===== src/design/cpu_addr_pkg.sv =====
// Constants, modes and clock counts for operand and branch address generation.
// Assumes a 16-bit address space and one core clock.
package cpu_addr_pkg;

  typedef enum logic [3:0] {
    MODE_REG = 4'h0,
    MODE_SHORT = 4'h1,
    MODE_SFR = 4'h2,
    MODE_IND = 4'h3,
    MODE_PAIR_IND = 4'h4,
    MODE_INDEX = 4'h5,
    MODE_STACK = 4'h6,
    MODE_SEQ = 4'h7,
    MODE_REL = 4'h8,
    MODE_IMM = 4'h9,
    MODE_FIXED = 4'hA,
    MODE_TABLE = 4'hB,
    MODE_RPAIR = 4'hC,
    MODE_SHIFT = 4'hD
  } mode_t;

  typedef enum logic [1:0] {
    ST_IDLE = 2'h0,
    ST_TABLE = 2'h1
  } state_t;

  // Data memory map
  localparam logic [15:0] REG_BANK_BASE = 16'hFEE0;
  localparam logic [15:0] IND_BASE = 16'hFE00;
  localparam logic [15:0] RAM_LO = 16'hFE40;
  localparam logic [15:0] RAM_HI = 16'hFEFF;
  localparam logic [15:0] SFR_BASE = 16'hFF00;
  localparam logic [15:0] SHORT_SFR_HI = 16'hFF1F;
  localparam logic [7:0] SHORT_SFR_SPAN = 8'h20;
  localparam logic [7:0] SHORT_RAM_OFF = 8'h40;
  localparam logic [2:0] PAIR_THREE = 3'h3;
  localparam logic [2:0] AUTOINC_REG = 3'h4;

  // Instruction address map
  localparam logic [15:0] PC_RESET = 16'h0000;
  localparam logic [15:0] LONG_HI = 16'h3FFF;
  localparam logic [15:0] REL_HI = 16'h1FFF;
  localparam logic [15:0] FIXED_BASE = 16'h0800;
  localparam logic [15:0] FIXED_HI = 16'h0FFF;
  localparam logic [15:0] TABLE_BASE = 16'h0040;
  localparam logic [15:0] TABLE_HI = 16'h007E;

  // Clock counts
  localparam logic [4:0] CLK_REG = 5'h02;
  localparam logic [4:0] CLK_SHORT = 5'h03;
  localparam logic [4:0] CLK_SFR = 5'h05;
  localparam logic [4:0] CLK_IND = 5'h05;
  localparam logic [4:0] CLK_IND_INC = 5'h06;
  localparam logic [4:0] CLK_PAIR = 5'h05;
  localparam logic [4:0] CLK_PAIR_SFR = 5'h07;
  localparam logic [4:0] CLK_IDX = 5'h07;
  localparam logic [4:0] CLK_IDX_OVF = 5'h08;
  localparam logic [4:0] CLK_IDX_SFR = 5'h09;
  localparam logic [4:0] CLK_IDX_SFR_OVF = 5'h0A;
  localparam logic [4:0] CLK_STACK = 5'h04;
  localparam logic [4:0] CLK_SEQ = 5'h02;
  localparam logic [4:0] CLK_REL = 5'h04;
  localparam logic [4:0] CLK_REL_NT = 5'h03;
  localparam logic [4:0] CLK_IMM = 5'h03;
  localparam logic [4:0] CLK_FIXED = 5'h05;
  localparam logic [4:0] CLK_TABLE = 5'h06;
  localparam logic [4:0] CLK_RPAIR = 5'h04;
  localparam logic [4:0] CLK_SHIFT_BASE = 5'h02;

endpackage


===== src/design/reg_locate.sv =====
// Maps register and pair codes to their data-memory location in the active bank.
// Assumes codes and bank flags come from the decoder on the same clock.
module reg_locate
  import cpu_addr_pkg::*;
(
  // Bank choice
  input wire logic bank_select_low_flag,
  input wire logic bank_select_high_flag,
  // Codes
  input wire logic [2:0] reg_code,
  input wire logic [1:0] pair_code,
  // Locations
  output logic [15:0] reg_loc,
  output logic [15:0] pair_loc
);

  // Eight bytes per bank; X,A,C,B,E,D,L,H in code order, so pair p sits at 2p
  wire [15:0] bank_base;
  assign bank_base = REG_BANK_BASE
    + {11'h0, bank_select_high_flag, bank_select_low_flag, 3'h0};
  assign reg_loc = bank_base + {13'h0, reg_code};
  assign pair_loc = bank_base + {13'h0, pair_code, 1'b0};

endmodule


===== src/design/clock_count.sv =====
// Clock count for one instruction, from its mode and the adjustment conditions.
// Assumes all inputs are settled combinationally in the cycle of the request.
module clock_count
  import cpu_addr_pkg::*;
(
  // Mode and conditions
  input wire mode_t mode,
  input wire logic sfr_hit,
  input wire logic idx_ovf,
  input wire logic autoinc,
  input wire logic not_taken,
  input wire logic [2:0] shift_n,
  // Result
  output logic [4:0] clocks
);

  always_comb begin
    unique case (mode)
      MODE_REG: clocks = CLK_REG;
      MODE_SHORT: clocks = CLK_SHORT;
      MODE_SFR: clocks = CLK_SFR;
      MODE_IND: clocks = autoinc ? CLK_IND_INC : CLK_IND;
      MODE_PAIR_IND: clocks = sfr_hit ? CLK_PAIR_SFR : CLK_PAIR;
      MODE_INDEX: begin
        if (sfr_hit) begin
          clocks = idx_ovf ? CLK_IDX_SFR_OVF : CLK_IDX_SFR;
        end else begin
          clocks = idx_ovf ? CLK_IDX_OVF : CLK_IDX;
        end
      end
      MODE_STACK: clocks = CLK_STACK;
      MODE_REL: clocks = not_taken ? CLK_REL_NT : CLK_REL;
      MODE_IMM: clocks = CLK_IMM;
      MODE_FIXED: clocks = CLK_FIXED;
      MODE_TABLE: clocks = CLK_TABLE;
      MODE_RPAIR: clocks = CLK_RPAIR;
      MODE_SHIFT: clocks = CLK_SHIFT_BASE + {2'h0, shift_n};
      default: clocks = CLK_SEQ;
    endcase
  end

endmodule


===== src/design/cpu_address_generation.sv =====
// Operand and program-counter address generation for the core.
// Assumes requests, register values and table reads come from core logic on ref_clk.
module cpu_address_generation
  import cpu_addr_pkg::*;
(
  // Clock and reset
  input wire logic ref_clk,
  input wire logic arst_n,
  // Request from the decoder
  input wire logic req_valid,
  input wire mode_t req_mode,
  input wire logic [2:0] req_reg_code,
  input wire logic [1:0] req_pair_code,
  input wire logic [15:0] req_imm16,
  input wire logic [2:0] req_len,
  input wire logic req_word,
  input wire logic req_is_move,
  input wire logic req_autoinc,
  input wire logic req_cond,
  input wire logic req_taken,
  input wire logic [2:0] req_shift_n,
  // Status word flags
  input wire logic bank_select_low_flag,
  input wire logic bank_select_high_flag,
  // Operand values from the register file
  input wire logic [7:0] op_reg_val,
  input wire logic [15:0] op_pair_val,
  input wire logic [15:0] sp_val,
  // Table read data, valid while tbl_rd is high
  input wire logic [15:0] tbl_data,
  // Operand address result
  output logic done,
  output logic data_valid,
  output logic [15:0] data_addr,
  output logic word_access,
  output logic addr_err,
  output logic [4:0] clocks,
  // Auto-increment request
  output logic inc_strobe,
  output logic [15:0] inc_loc,
  // Program counter
  output logic [15:0] pc_out,
  output logic pc_load,
  // Table read
  output logic tbl_rd,
  output logic [15:0] tbl_addr,
  output logic busy
);

  state_t state_reg;
  logic done_reg, data_valid_reg, word_reg, err_reg, inc_reg, pc_load_reg, tbl_rd_reg;
  logic [15:0] data_addr_reg, inc_loc_reg, pc_reg, tbl_addr_reg;
  logic [4:0] clocks_reg;
  logic [15:0] reg_loc, pair_loc, addr_next, pc_next;
  logic err_next, data_next;
  logic [4:0] clocks_next;

  wire take = req_valid && state_reg == ST_IDLE;
  wire [7:0] off = req_imm16[7:0];

  reg_locate u_loc (
    .bank_select_low_flag(bank_select_low_flag),
    .bank_select_high_flag(bank_select_high_flag),
    .reg_code(req_reg_code),
    .pair_code(req_pair_code),
    .reg_loc(reg_loc),
    .pair_loc(pair_loc)
  );

  // Short and special-register decode
  wire short_sfr = off < SHORT_SFR_SPAN;
  wire [15:0] short_addr = (short_sfr ? SFR_BASE : IND_BASE) | {8'h0, off};
  wire short_err = (!short_sfr && off < SHORT_RAM_OFF) || (req_word && off[0]);
  wire [15:0] sfr_addr = SFR_BASE | {8'h0, off};

  // Register indirect; the low page of the window holds nothing usable
  wire [15:0] ind_addr = IND_BASE | {8'h0, op_reg_val};
  wire ind_err = ind_addr < RAM_LO;
  wire do_inc = req_mode == MODE_IND && req_is_move && req_autoinc
    && req_reg_code == AUTOINC_REG;

  // Pair three indirect, full 16-bit reach
  wire pair_err = {1'b0, req_pair_code} != PAIR_THREE;

  // Indexed sum; carry out of bit 15 is the overflow case
  wire [16:0] idx_sum = {1'b0, req_imm16} + {9'h0, op_reg_val};
  wire idx_ovf = idx_sum[16];

  // Stack pointer window
  wire stack_err = sp_val < RAM_LO || sp_val > RAM_HI;

  // Program counter targets
  wire [15:0] seq_pc = pc_reg + {13'h0, req_len};
  wire [15:0] rel_pc = seq_pc + {{8{req_imm16[7]}}, req_imm16[7:0]};
  wire rel_err = rel_pc > REL_HI;
  wire not_taken = req_cond && !req_taken;
  wire [15:0] long_pc = {2'h0, req_imm16[13:0]};
  wire [15:0] fixed_pc = FIXED_BASE | {5'h0, req_imm16[10:0]};
  wire [15:0] tbl_entry = TABLE_BASE + {10'h0, req_imm16[4:0], 1'b0};

  wire sfr_hit = (req_mode == MODE_INDEX ? idx_sum[15:0] : op_pair_val) >= SFR_BASE;

  clock_count u_clk (
    .mode(req_mode),
    .sfr_hit(sfr_hit),
    .idx_ovf(idx_ovf),
    .autoinc(do_inc),
    .not_taken(not_taken),
    .shift_n(req_shift_n),
    .clocks(clocks_next)
  );

  // Mode selection of operand address and next program counter
  always_comb begin
    addr_next = 16'h0000;
    err_next = 1'b0;
    data_next = 1'b1;
    pc_next = seq_pc;
    unique case (req_mode)
      MODE_REG: addr_next = reg_loc;
      MODE_SHORT: begin
        addr_next = short_addr;
        err_next = short_err;
      end
      MODE_SFR: addr_next = sfr_addr;
      MODE_IND: begin
        addr_next = ind_addr;
        err_next = ind_err;
      end
      MODE_PAIR_IND: begin
        addr_next = op_pair_val;
        err_next = pair_err;
      end
      MODE_INDEX: addr_next = idx_sum[15:0];
      MODE_STACK: begin
        addr_next = sp_val;
        err_next = stack_err;
      end
      MODE_REL: begin
        data_next = 1'b0;
        if (!not_taken) begin
          pc_next = rel_pc;
          err_next = rel_err;
        end
      end
      MODE_IMM: begin
        data_next = 1'b0;
        pc_next = long_pc;
      end
      MODE_FIXED: begin
        data_next = 1'b0;
        pc_next = fixed_pc;
      end
      MODE_TABLE: data_next = 1'b0;
      MODE_RPAIR: begin
        data_next = 1'b0;
        pc_next = op_pair_val;
      end
      default: data_next = 1'b0;
    endcase
  end

  // Sequencer: a table call waits one cycle for its entry
  always_ff @(posedge ref_clk or negedge arst_n) begin
    if (!arst_n) begin
      state_reg <= ST_IDLE;
      tbl_rd_reg <= 1'b0;
      tbl_addr_reg <= 16'h0000;
    end else begin
      tbl_rd_reg <= take && req_mode == MODE_TABLE;
      if (take && req_mode == MODE_TABLE) begin
        state_reg <= ST_TABLE;
        tbl_addr_reg <= tbl_entry;
      end else begin
        state_reg <= ST_IDLE;
      end
    end
  end

  // Program counter; loaded at the end of the request so the next fetch sees it
  always_ff @(posedge ref_clk or negedge arst_n) begin
    if (!arst_n) begin
      pc_reg <= PC_RESET;
      pc_load_reg <= 1'b0;
    end else begin
      pc_load_reg <= 1'b0;
      if (state_reg == ST_TABLE) begin
        pc_reg <= tbl_data;
        pc_load_reg <= 1'b1;
      end else if (take && req_mode != MODE_TABLE) begin
        pc_reg <= pc_next;
        pc_load_reg <= 1'b1;
      end
    end
  end

  // Operand results
  always_ff @(posedge ref_clk or negedge arst_n) begin
    if (!arst_n) begin
      done_reg <= 1'b0;
      data_valid_reg <= 1'b0;
      data_addr_reg <= 16'h0000;
      word_reg <= 1'b0;
      err_reg <= 1'b0;
      clocks_reg <= 5'h00;
    end else begin
      done_reg <= (take && req_mode != MODE_TABLE) || state_reg == ST_TABLE;
      data_valid_reg <= take && data_next;
      if (take) begin
        data_addr_reg <= addr_next;
        word_reg <= req_word;
        err_reg <= err_next;
        clocks_reg <= clocks_next;
      end
    end
  end

  // Increment request to the register file
  always_ff @(posedge ref_clk or negedge arst_n) begin
    if (!arst_n) begin
      inc_reg <= 1'b0;
      inc_loc_reg <= 16'h0000;
    end else begin
      inc_reg <= take && do_inc;
      if (take && do_inc) begin
        inc_loc_reg <= reg_loc;
      end
    end
  end

  assign done = done_reg;
  assign data_valid = data_valid_reg;
  assign data_addr = data_addr_reg;
  assign word_access = word_reg;
  assign addr_err = err_reg;
  assign clocks = clocks_reg;
  assign inc_strobe = inc_reg;
  assign inc_loc = inc_loc_reg;
  assign pc_out = pc_reg;
  assign pc_load = pc_load_reg;
  assign tbl_rd = tbl_rd_reg;
  assign tbl_addr = tbl_addr_reg;
  assign busy = tbl_rd_reg;

  chk_bank_location: assert property (@(posedge ref_clk) disable iff (!arst_n)
    take && req_mode == MODE_REG |=> data_addr == REG_BANK_BASE
      + {11'h0, $past(bank_select_high_flag), $past(bank_select_low_flag), 3'h0}
      + {13'h0, $past(req_reg_code)})
    else $error("register location wrong");

  chk_short_window: assert property (@(posedge ref_clk) disable iff (!arst_n)
    take && req_mode == MODE_SHORT |=> addr_err || (data_addr >= RAM_LO && data_addr <= RAM_HI)
      || (data_addr >= SFR_BASE && data_addr <= SHORT_SFR_HI))
    else $error("short address outside windows");

  chk_word_even: assert property (@(posedge ref_clk) disable iff (!arst_n)
    take && req_mode == MODE_SHORT && req_word && req_imm16[0] |=> addr_err && word_access)
    else $error("odd word start not flagged");

  chk_sfr_base: assert property (@(posedge ref_clk) disable iff (!arst_n)
    take && req_mode == MODE_SFR |=> data_addr == {8'hFF, $past(req_imm16[7:0])})
    else $error("special register address wrong");

  chk_inc_only: assert property (@(posedge ref_clk) disable iff (!arst_n)
    inc_strobe |-> $past(req_mode) == MODE_IND && $past(req_is_move)
      && $past(req_reg_code) == 3'h4 && $past(req_autoinc))
    else $error("increment without cause");

  chk_index_ovf: assert property (@(posedge ref_clk) disable iff (!arst_n)
    take && req_mode == MODE_INDEX && idx_ovf && !sfr_hit |=> clocks == CLK_IDX_OVF)
    else $error("overflow count missing");

  chk_pair_sfr: assert property (@(posedge ref_clk) disable iff (!arst_n)
    take && req_mode == MODE_PAIR_IND && op_pair_val >= SFR_BASE |=> clocks == CLK_PAIR_SFR)
    else $error("special register count missing");

  chk_seq_advance: assert property (@(posedge ref_clk) disable iff (!arst_n)
    take && req_mode == MODE_SEQ |=> pc_load && pc_out == $past(pc_reg) + {13'h0, $past(req_len)})
    else $error("sequential advance wrong");

  chk_not_taken: assert property (@(posedge ref_clk) disable iff (!arst_n)
    take && req_mode == MODE_REL && not_taken |=> clocks == CLK_REL_NT
      && pc_out == $past(seq_pc))
    else $error("not-taken branch wrong");

  chk_fixed_area: assert property (@(posedge ref_clk) disable iff (!arst_n)
    take && req_mode == MODE_FIXED |=> pc_out >= FIXED_BASE && pc_out <= FIXED_HI
      && pc_out[10:0] == $past(req_imm16[10:0]))
    else $error("fixed call outside area");

  chk_table_call: assert property (@(posedge ref_clk) disable iff (!arst_n)
    tbl_rd |-> tbl_addr >= TABLE_BASE && tbl_addr <= TABLE_HI && !tbl_addr[0]
      ##1 pc_load && done && pc_out == $past(tbl_data))
    else $error("table call wrong");

  chk_long_target: assert property (@(posedge ref_clk) disable iff (!arst_n)
    take && req_mode == MODE_IMM |=> pc_out <= LONG_HI
      && pc_out[13:0] == $past(req_imm16[13:0]))
    else $error("long target out of range");

  // Pair locations have no output of their own, so guard the map here
  chk_pair_location: assert property (@(posedge ref_clk) disable iff (!arst_n)
    pair_loc == REG_BANK_BASE + {11'h0, bank_select_high_flag, bank_select_low_flag, 3'h0}
      + {13'h0, req_pair_code, 1'b0})
    else $error("pair location wrong");

endmodule


===== config.mk =====
export PLATFORM = sky130hd
export DESIGN_NAME = cpu_address_generation
export DESIGN_NICKNAME = d
export VERILOG_FILES = /design/src/design/cpu_addr_pkg.sv /design/src/design/reg_locate.sv /design/src/design/clock_count.sv /design/src/design/cpu_address_generation.sv
export SDC_FILE = /design/constraint.sdc
export NUM_CORES = 1
export LEC_CHECK = 0
export BUFFER_PORTS_ARGS = -buffer_cell sky130_fd_sc_hd__clkbuf_2
export CORE_MARGIN = 2
export CORE_UTILIZATION = 45
export CTS_CLUSTER_DIAMETER = 100
export CTS_CLUSTER_SIZE = 16
export DETAILED_ROUTE_END_ITERATION = 8
export GPL_TIMING_DRIVEN = 1
export PLACE_DENSITY = 0.74
export REMOVE_ABC_BUFFERS = 1
export SYNTH_ARGS = -nofsm -noshare
export SYNTH_HDL_FRONTEND = slang
export SYNTH_HIERARCHICAL = 1
export SYNTH_SLANG_ARGS = --single-unit

===== constraint.sdc =====
create_clock -name ref_clk -period 6.45 [get_ports ref_clk]
set_input_delay 0.3225 -clock ref_clk [delete_from_list [all_inputs] [get_ports ref_clk]]
set_output_delay 0.3225 -clock ref_clk [all_outputs]
set_load 0.005 [all_outputs]

==> flow_summary.yaml, run 1 <==
final_layout:
  stdcell_area_mm2: 0.00685
  insertedDiodeCount: 0
  postLayoutCoreUtil_pct: 54.3
  nNetsFinal: 972
  syn_to_final_growth_pct: 17.5
  drive_above_1_share_pct: 25.7
pwr:
  netSwitchingPower_w: 0.000669
  clkPwrFrac_pct: 27.8
  switching_share_pct: 37.0
  p_leak_nw: 3.28
  seq_power_share_pct: 28.6
  p_int_w: 0.00114
  max-vdd-ir-drop_mv: 0.156
  combPwrFrac_pct: 43.6
  power_density_mw_per_mm2: 264
die:
  start_util_pct: 46.2
  die_x_um: 118
  rows: 41
  coreArea_mm2: 0.0126
  pin_count: 174
  fp.dieH_um: 118
  dieArea_mm2: 0.0139
critical_path:
  cp.arrival_ns: 3.92
  cp_cell_sequence: "ha_1 -> fa_1 -> a21o_1 -> and4_2 -> xor2_1 -> ha_1 -> nand3_1 -> a21boi_0 -> o21a_1 -> a311oi_2 -> o31ai_1 -> xnor2_1 -> o21ai_0 -> a22o_1"
  crit_required_ns: 6.68
  crit_top_cell: "ha_1"
  cp-start-kind: "flop"
  cp_top_family: "compound AO/OA/AOI/OAI gates"
  cp-end-kind: "flop"
  critPathKind: "flop to flop"
  crit_slowest_cell: "fa_1"
  path_depth: 14
  slowest_delay_ns: 0.40
  path_buf_inv: 0
  reg2reg_depth: 14
  worst-path-max-fanout: 8
routing:
  drt-initial-drc-count: 429
  firstDrtPassIters: 6
  drc: 0
  totalWireLength_um: 18000
  vias_per_cell: 5.74
  ant_nets: 0
  vias: 5846
  wire_per_inst_um: 17.7
run_status:
  status: "finished, final reports clean"
grt:
  grt_usage_pct: 26.3
  grt_pass1_wl_um: 29000
  grt_overflow: 0
  first_global_vias: 5541
  antenna_found_initial: 0
  grt_start_max_net_pins: 66
synth:
  syn_area_mm2: 0.00583
  synth_area_per_cell_um2: 8.16
  netlist_instances: 714
  yosys_warnings: 6
timing:
  skew_ns: 0.00620
  drv_slew: 0
  setup_tns_ns: 0
  hold_ws_ns: 0.139
  fin_crit_ns: 3.69
  rsz0062_at_grt: "false"
  setup_ws_ns: 2.76
  finalSetupViolations: 0
  hold_violations: 0
  slew_headroom_pct: 38.9
  fmaxAchievable_ghz: 0.271
  worst_pin_slew_ns: 0.907
  fin_crit_sh_pct: 57.2
clocking:
  clk_pin_slew_ns: 0.05
  clockRootBuffer: "clkbuf_16"
  htree_num_levels: 3
  clockBufferDepth: 2
  clock_latency_ns: 0.34
  clock_sinks: 65
  cts_resized: 0
  cts_tree: "done"
  holdBufCountCts: 0
  cts_buffers: 9
  post_cts_buffers: 0
run:
  drv_cap: 0
placed_design:
  dp_slack_ns: 2.57
  hpwl_um: 13900
  port_buffers: 163
  routabilityCongestion: 0.954
  placed_cell_area_mm2: 0.00654
min_path:
  hold_path_class: "primary input to async pin"
## stage by stage
step                      std cells  power [W]
after floorplan                 664    0.00106
after global placement         1003    0.00129
after detailed placement       1003    0.00130
after CTS                      1019    0.00181
after global routing           1019    0.00193
final                          1019    0.00181
## layout make-up
type / count / area [µm²]
fill: 1260 / 5770
multi-input combinational: 586 / 3800
sequential: 65 / 1630
timing repair buffer: 167 / 846
clock buffer: 14 / 274
tap: 172 / 215
inverter: 13 / 48.8
clock inverter: 2 / 35.0
## layer usage
layer	vias to the layer above	GRT usage, %	part of all wire (%)
li1	2818	-	-
met4	0	12.4	3.9
met3	45	4.36	7.1
met2	273	41.4	46
met5	-	0	0
met1	2710	35.1	43
## path summary, 6_finish.rpt
kind	from	end	slack (ns)
max in group asynchronous	arst_n	data_addr[1]$_DFFE_PN0P_	5.72
min	arst_n	state_reg[0]$_DFF_PN0_	0.14
min in group ref_clk	tbl_data[2]	pc_out[2]$_DFFE_PN0P_	0.18
min reg2reg	inc_loc[0]$_DFFE_PN0P_	inc_loc[0]$_DFFE_PN0P_	0.46
max	pc_out[0]$_DFFE_PN0P_	pc_out[14]$_DFFE_PN0P_	2.76
max reg2reg	pc_out[0]$_DFFE_PN0P_	pc_out[14]$_DFFE_PN0P_	2.76
## power groups by stage
stage                     Clock, W  Sequential (W)  Combinational (W)
after floorplan                  0        0.000522           0.000537
after global placement           0        0.000523           0.000768
after detailed placement         0        0.000525           0.000776
after CTS                 0.000511        0.000518           0.000783
after global routing      0.000526        0.000527           0.000875
final                     0.000503        0.000517           0.000790
## cells in the final DEF, fill, tap and decap left out, drive strengths merged, types with 4 or more instances in the layout
cell type    n
a21oi       46
o21a         9
o31ai        5
xor2        14
xnor2       23
clkbuf     176
mux2i       12
nand2b       6
or2          5
and3        11
mux2        14
nand3       14
nand2      113
a222oi      10
conb        22
nor2        53
nor2b        8
a21o         6
o22ai        5
a22oi        7
and2         5
o221ai       6
inv         13
nor3        13
a211o        4
ha          30
o21ai       58
a22o         4
nand4       11
o211ai      13
a221oi      14
a211oi       7
buf          5
dfrtp       65
No activity file was read; power rests on OpenSTA's default activity.
==> inputs of run 2 (changes only) <==
Settings changed: PLACE_DENSITY 0.74 to 0.77.
Clock period 6.45 ns to 3.32 ns, I/O delays scaled along.
==> flow_summary.yaml, run 2 (synthesis results as in run 1) <==
final_layout:
  final_cell_mix: "162 x clkbuf_2, 113 x nand2_1, 64 x dfrtp_1, 52 x nor2_1, 50 x o21ai_0"
  final_common_cell: "clkbuf_2"
  nNetsFinal: 1013
  drive_above_1_share_pct: 31.7
  postLayoutCoreUtil_pct: 58.1
  insertedDiodeCount: 0
  syn_to_final_growth_pct: 25.8
  stdcell_area_mm2: 0.00734
critical_path:
  crit_top_cell: "a21o_1"
  r2r_end: "addr_err$_DFFE_PN0P_"
  slowest_delay_ns: 0.38
  cp.arrival_ns: 3.51
  crit_required_ns: 3.59
  cp_cell_sequence: "ha_2 -> fa_2 -> a21o_1 -> and4_4 -> nand3_4 -> xnor2_4 -> ha_1 -> a21o_1 -> a21o_1 -> a21oi_1 -> o21ai_1 -> a31oi_1 -> xnor2_1 -> nand2_1 -> a31oi_2"
  crit_end: "addr_err$_DFFE_PN0P_"
  critPathKind: "flop to flop"
  reg2reg_depth: 15
  r2r_slack_ns: 0.08
  path_depth: 15
  r2r-start: "pc_out[0]$_DFFE_PN0P_"
  startpoint: "pc_out[0]$_DFFE_PN0P_"
  worst-path-max-fanout: 3
  path_buf_inv: 0
  cp-end-kind: "flop"
  cp-start-kind: "flop"
  crit_slowest_cell: "dfrtp_1"
  cp_top_family: "compound AO/OA/AOI/OAI gates"
routing:
  drt-initial-drc-count: 434
  vias: 6101
  drc: 0
  wire_per_inst_um: 18.7
  ant_nets: 0
  firstDrtPassIters: 7
  vias_per_cell: 5.76
  totalWireLength_um: 19800
grt:
  grt_overflow: 0
  grtUsageMet2_pct: 45.3
  top_usage_layer: "met2"
  grt_pass1_wl_um: 30800
  grt_usage_pct: 28.2
  antenna_found_initial: 0
  grt_start_max_net_pins: 48
  met3_usage_pct: 5.81
  first_global_vias: 5765
  met1_usage_pct: 37.1
timing:
  fin_crit_ns: 3.24
  setup_tns_ns: 0
  worst_pin_slew_ns: 1.10
  drv_slew: 0
  hold_violations: 0
  fmaxAchievable_ghz: 0.309
  hold_ws_ns: 0.0219
  fin_crit_sh_pct: 97.5
  slew_headroom_pct: 26.9
  rsz0062_at_grt: "true"
  skew_ns: 0.00374
  finalSetupViolations: 0
placed_design:
  port_buffers: 163
  placed_cell_area_mm2: 0.00681
  routabilityCongestion: 0.980
  hpwl_um: 15100
run:
  drv_cap: 0
die:
  rows: 41
  die_x_um: 118
  fp.dieH_um: 118
  dieArea_mm2: 0.0139
  coreArea_mm2: 0.0126
  pin_count: 174
  start_util_pct: 46.2
clocking:
  holdBufCountCts: 0
  cts_tree: "done"
  clk_pin_slew_ns: 0.06
  htree_num_levels: 3
  clockRootBuffer: "clkbuf_16"
  clock_latency_ns: 0.34
  clockBufferDepth: 2
  cts_buffers: 9
  clock_sinks: 65
pwr:
  max-vdd-ir-drop_mv: 0.451
  p_leak_nw: 3.51
  power_density_mw_per_mm2: 533
  power_w: 0.00391
min_path:
  hold_path_class: "primary input to flop"
run_status:
  status: "finished, final reports clean"
==> run 2: where the power goes <==
part	internal, W	switching, W
Clock	0.000657	0.000353
Sequential	0.000898	0.000121
Combinational	0.000891	0.000988
==> run 2: tightest hold or removal path: stages <==
cell and delay, ns:
clkbuf_2 0.07, nand2_1 0.04, o21ai_0 0.06
==> run 2: metrics by stage <==
stage,instances,setup slack [ns]
finish,1059,0.0823
global route,1059,-0.100
CTS,1055,0.0211
detailed placement,1039,-0.152
global placement,1039,-0.110
floorplan,664,0.0308
==> run 2: routing by layer <==
| layer | routed length [µm] | share of wire [%] |
|---|---|---|
| met1 | 8130 | 41 |
| met2 | 9380 | 47 |
| met3 | 1720 | 8.7 |
| met4 | 576 | 2.9 |
| met5 | 0 | 0 |
==> run 2: area by class of cell <==
class                           count  area, µm²
Multi-Input combinational cell    586       3980
Clock inverter                      2       35.0
Fill cell                        1198       5280
Sequential cell                    65       1630
Inverter                           13       48.8
Tap cell                          172        215
Clock buffer                       13        280
Timing Repair Buffer              208       1150
==> run 2: timing repair <==
item / 4_1_cts / 5_1_grt
endpoints found under the hold margin: 0 / 0
setup buffers: 1 / 4
gates resized for setup: 3 / 29
gates cloned: 0 / 0
pin swaps: 6 / 12
endpoints found under the setup margin: 5 / 12
==> run 2: worst min-delay path by stage <==
| stage | from | endpoint | cells after the start | slack, ns |
|---|---|---|---|---|
| after detailed placement | tbl_data[3] | pc_out[3]$_DFFE_PN0P_ | 3 | 0.38 |
| after CTS | tbl_data[3] | pc_out[3]$_DFFE_PN0P_ | 3 | 0.02 |
| after floorplan | arst_n | addr_err$_DFFE_PN0P_ | 0 | -0.13 |
| after global placement | tbl_data[5] | pc_out[5]$_DFFE_PN0P_ | 3 | 0.38 |
| final | tbl_data[3] | pc_out[3]$_DFFE_PN0P_ | 3 | 0.02 |
| after global routing | tbl_data[7] | pc_out[7]$_DFFE_PN0P_ | 3 | 0.03 |
==> inputs of run 3 (changes only) <==
Settings changed: CORE_ASPECT_RATIO set to 1.25, CTS_BUF_LIST set to sky130_fd_sc_hd__clkbuf_8.
==> flow_summary.yaml, run 3 (synthesis results as in run 1) <==
clocking:
  clock_latency_ns: 0.36
  cts_tree: "done"
  cts_buffers: 9
  htree_num_levels: 3
  clk_pin_slew_ns: 0.08
  clockRootBuffer: "clkbuf_8"
  clock_sinks: 65
  clockBufferDepth: 2
final_layout:
  syn_to_final_growth_pct: 24.9
  insertedDiodeCount: 0
  postLayoutCoreUtil_pct: 57.5
  nNetsFinal: 1022
  drive_above_1_share_pct: 31.7
  final_common_cell: "clkbuf_2"
  fillers: 1216
  final_cell_mix: "162 x clkbuf_2, 113 x nand2_1, 64 x dfrtp_1, 52 x nor2_1, 51 x o21ai_0"
  stdcell_area_mm2: 0.00728
critical_path:
  r2r-start: "pc_out[0]$_DFFE_PN0P_"
  cp-end-kind: "flop"
  cp.arrival_ns: 3.48
  r2r_end: "pc_out[10]$_DFFE_PN0P_"
  worst-path-max-fanout: 4
  critPathKind: "flop to flop"
  cp-start-kind: "flop"
  crit_required_ns: 3.55
  reg2reg_depth: 15
  r2r_slack_ns: 0.07
routing:
  drt-initial-drc-count: 586
  ant_nets: 0
  vias: 6244
  totalWireLength_um: 20200
  wire_per_inst_um: 18.9
  drc: 0
  vias_per_cell: 5.86
  firstDrtPassIters: 5
pwr:
  switching_share_pct: 38.8
  combPwrFrac_pct: 50.7
  clkPwrFrac_pct: 21.6
  netSwitchingPower_w: 0.00143
  power_density_mw_per_mm2: 506
  seq_power_share_pct: 27.7
  p_leak_nw: 3.50
  max-vdd-ir-drop_mv: 0.407
  p_int_w: 0.00226
placed_design:
  routabilityCongestion: 0.980
  placed_cell_area_mm2: 0.00683
  port_buffers: 163
  hpwl_um: 15500
grt:
  met1_usage_pct: 35.6
  grt_usage_pct: 28.4
  first_global_vias: 5838
  grt_overflow: 0
  grt_start_max_net_pins: 38
  top_usage_layer: "met2"
  antenna_found_initial: 0
  grt_pass1_wl_um: 31300
  met3_usage_pct: 4.27
  grtUsageMet2_pct: 48.8
run:
  drv_cap: 0
timing:
  skew_ns: 0.00948
  fin_crit_sh_pct: 97.8
  fmaxAchievable_ghz: 0.308
  fin_crit_ns: 3.25
  slew_headroom_pct: 35.0
  rsz0062_at_grt: "true"
  worst_pin_slew_ns: 0.965
  drv_slew: 0
  hold_violations: 0
  finalSetupViolations: 0
min_path:
  min_to: "pc_out[1]$_DFFE_PN0P_"
  min-delay-start: "tbl_data[1]"
  hold_path_class: "primary input to flop"
  whs_path_depth: 3
die:
  dieArea_mm2: 0.0139
  pin_count: 174
  coreArea_mm2: 0.0127
  rows: 46
  start_util_pct: 46.0
  fp.dieH_um: 131
  die_x_um: 106
run_status:
  status: "finished, final reports clean"
==> run 3: cell types whose count changed in the layout (fill, tap and decap cells not counted), sizes merged <==
cell         before  now
buf              46   51
dlygate4sd3       0    4
clkbuf          175  173
bufinv            1    2
clkinv            1    2
clkinvlp          0    1
==> run 3: critical path, cell delays in order (launching register included) <==
cell and delay (ns):
dfrtp_1 0.39, ha_2 0.19, fa_2 0.34, buf_4 0.15, xor2_2 0.17, ha_1 0.33, and2b_1 0.19, o211ai_1 0.22
a21boi_2 0.11, a311oi_2 0.35, buf_4 0.17, buf_4 0.09, xor2_1 0.14, o21ai_1 0.09, nand3_1 0.10, o211ai_1 0.09
==> run 3: area by class of cell <==
| cell class | count | area (µm²) | share of cell area (%) |
|---|---|---|---|
| Sequential cell | 65 | 1630 | 22.4 |
| Multi-Input combinational cell | 586 | 3940 | 54.0 |
| Timing Repair Buffer | 217 | 1230 | 16.9 |
| Clock buffer | 11 | 151 | 2.08 |
| Clock inverter | 5 | 77.6 | 1.07 |
| Inverter | 13 | 48.8 | 0.670 |
| Tap cell | 168 | 210 | 2.89 |
==> run 3: power by group through the flow <==
stage | clock (W) | combinational, W | sequential [W]
detailed placement | 0 | 0.00164 | 0.00102
finish | 0.000796 | 0.00187 | 0.00102
floorplan | 0 | 0.00104 | 0.00101
global route | 0.000844 | 0.00203 | 0.00104
global placement | 0 | 0.00162 | 0.00102
CTS | 0.000806 | 0.00167 | 0.00101
==> run 3: metal layers <==
layer  wire length, µm  vias to the layer above
met5                 0                        -
met4               806                        0
met3              1560                       72
met2             10000                      353
met1              7750                     2906
li1                  -                     2913
==> run 3: repair_timing <==
action / in CTS / in global routing
endpoints found under the hold margin: 31 / 0
cloned: 0 / 0
pin swaps: 4 / 10
buffers inserted: 1 / 6
endpoints found under the setup margin: 5 / 10
resized for setup: 1 / 25
hold buffers: 4 / 0
==> run 3: worst max-delay path by stage <==
stage | from | endpoint | slack, ns | cells after the start
detailed placement | req_imm16[0] | clocks[2]$_DFFE_PN0P_ | -0.18 | 17
floorplan | pc_out[0]$_DFFE_PN0P_ | pc_out[12]$_DFFE_PN0P_ | 0.03 | 14
CTS | pc_out[0]$_DFFE_PN0P_ | pc_out[14]$_DFFE_PN0P_ | 0.02 | 14
finish | pc_out[0]$_DFFE_PN0P_ | pc_out[10]$_DFFE_PN0P_ | 0.07 | 15
global route | pc_out[0]$_DFFE_PN0P_ | pc_out[10]$_DFFE_PN0P_ | -0.05 | 15
global placement | req_imm16[0] | clocks[2]$_DFFE_PN0P_ | -0.12 | 17
==> run 3: stage by stage <==
stage	setup WS [ns]	hold slack (ns)	setup TNS (ns)	cells	power (W)
after global placement	-0.119	0.239	-0.223	1038	0.00264
after floorplan	0.0308	-0.130	0	664	0.00206
after global routing	-0.0474	0.0234	-0.170	1065	0.00392
after CTS	0.0194	0.000130	0	1059	0.00349
after detailed placement	-0.179	0.249	-0.362	1038	0.00266
final	0.0738	0.00895	0	1065	0.00369
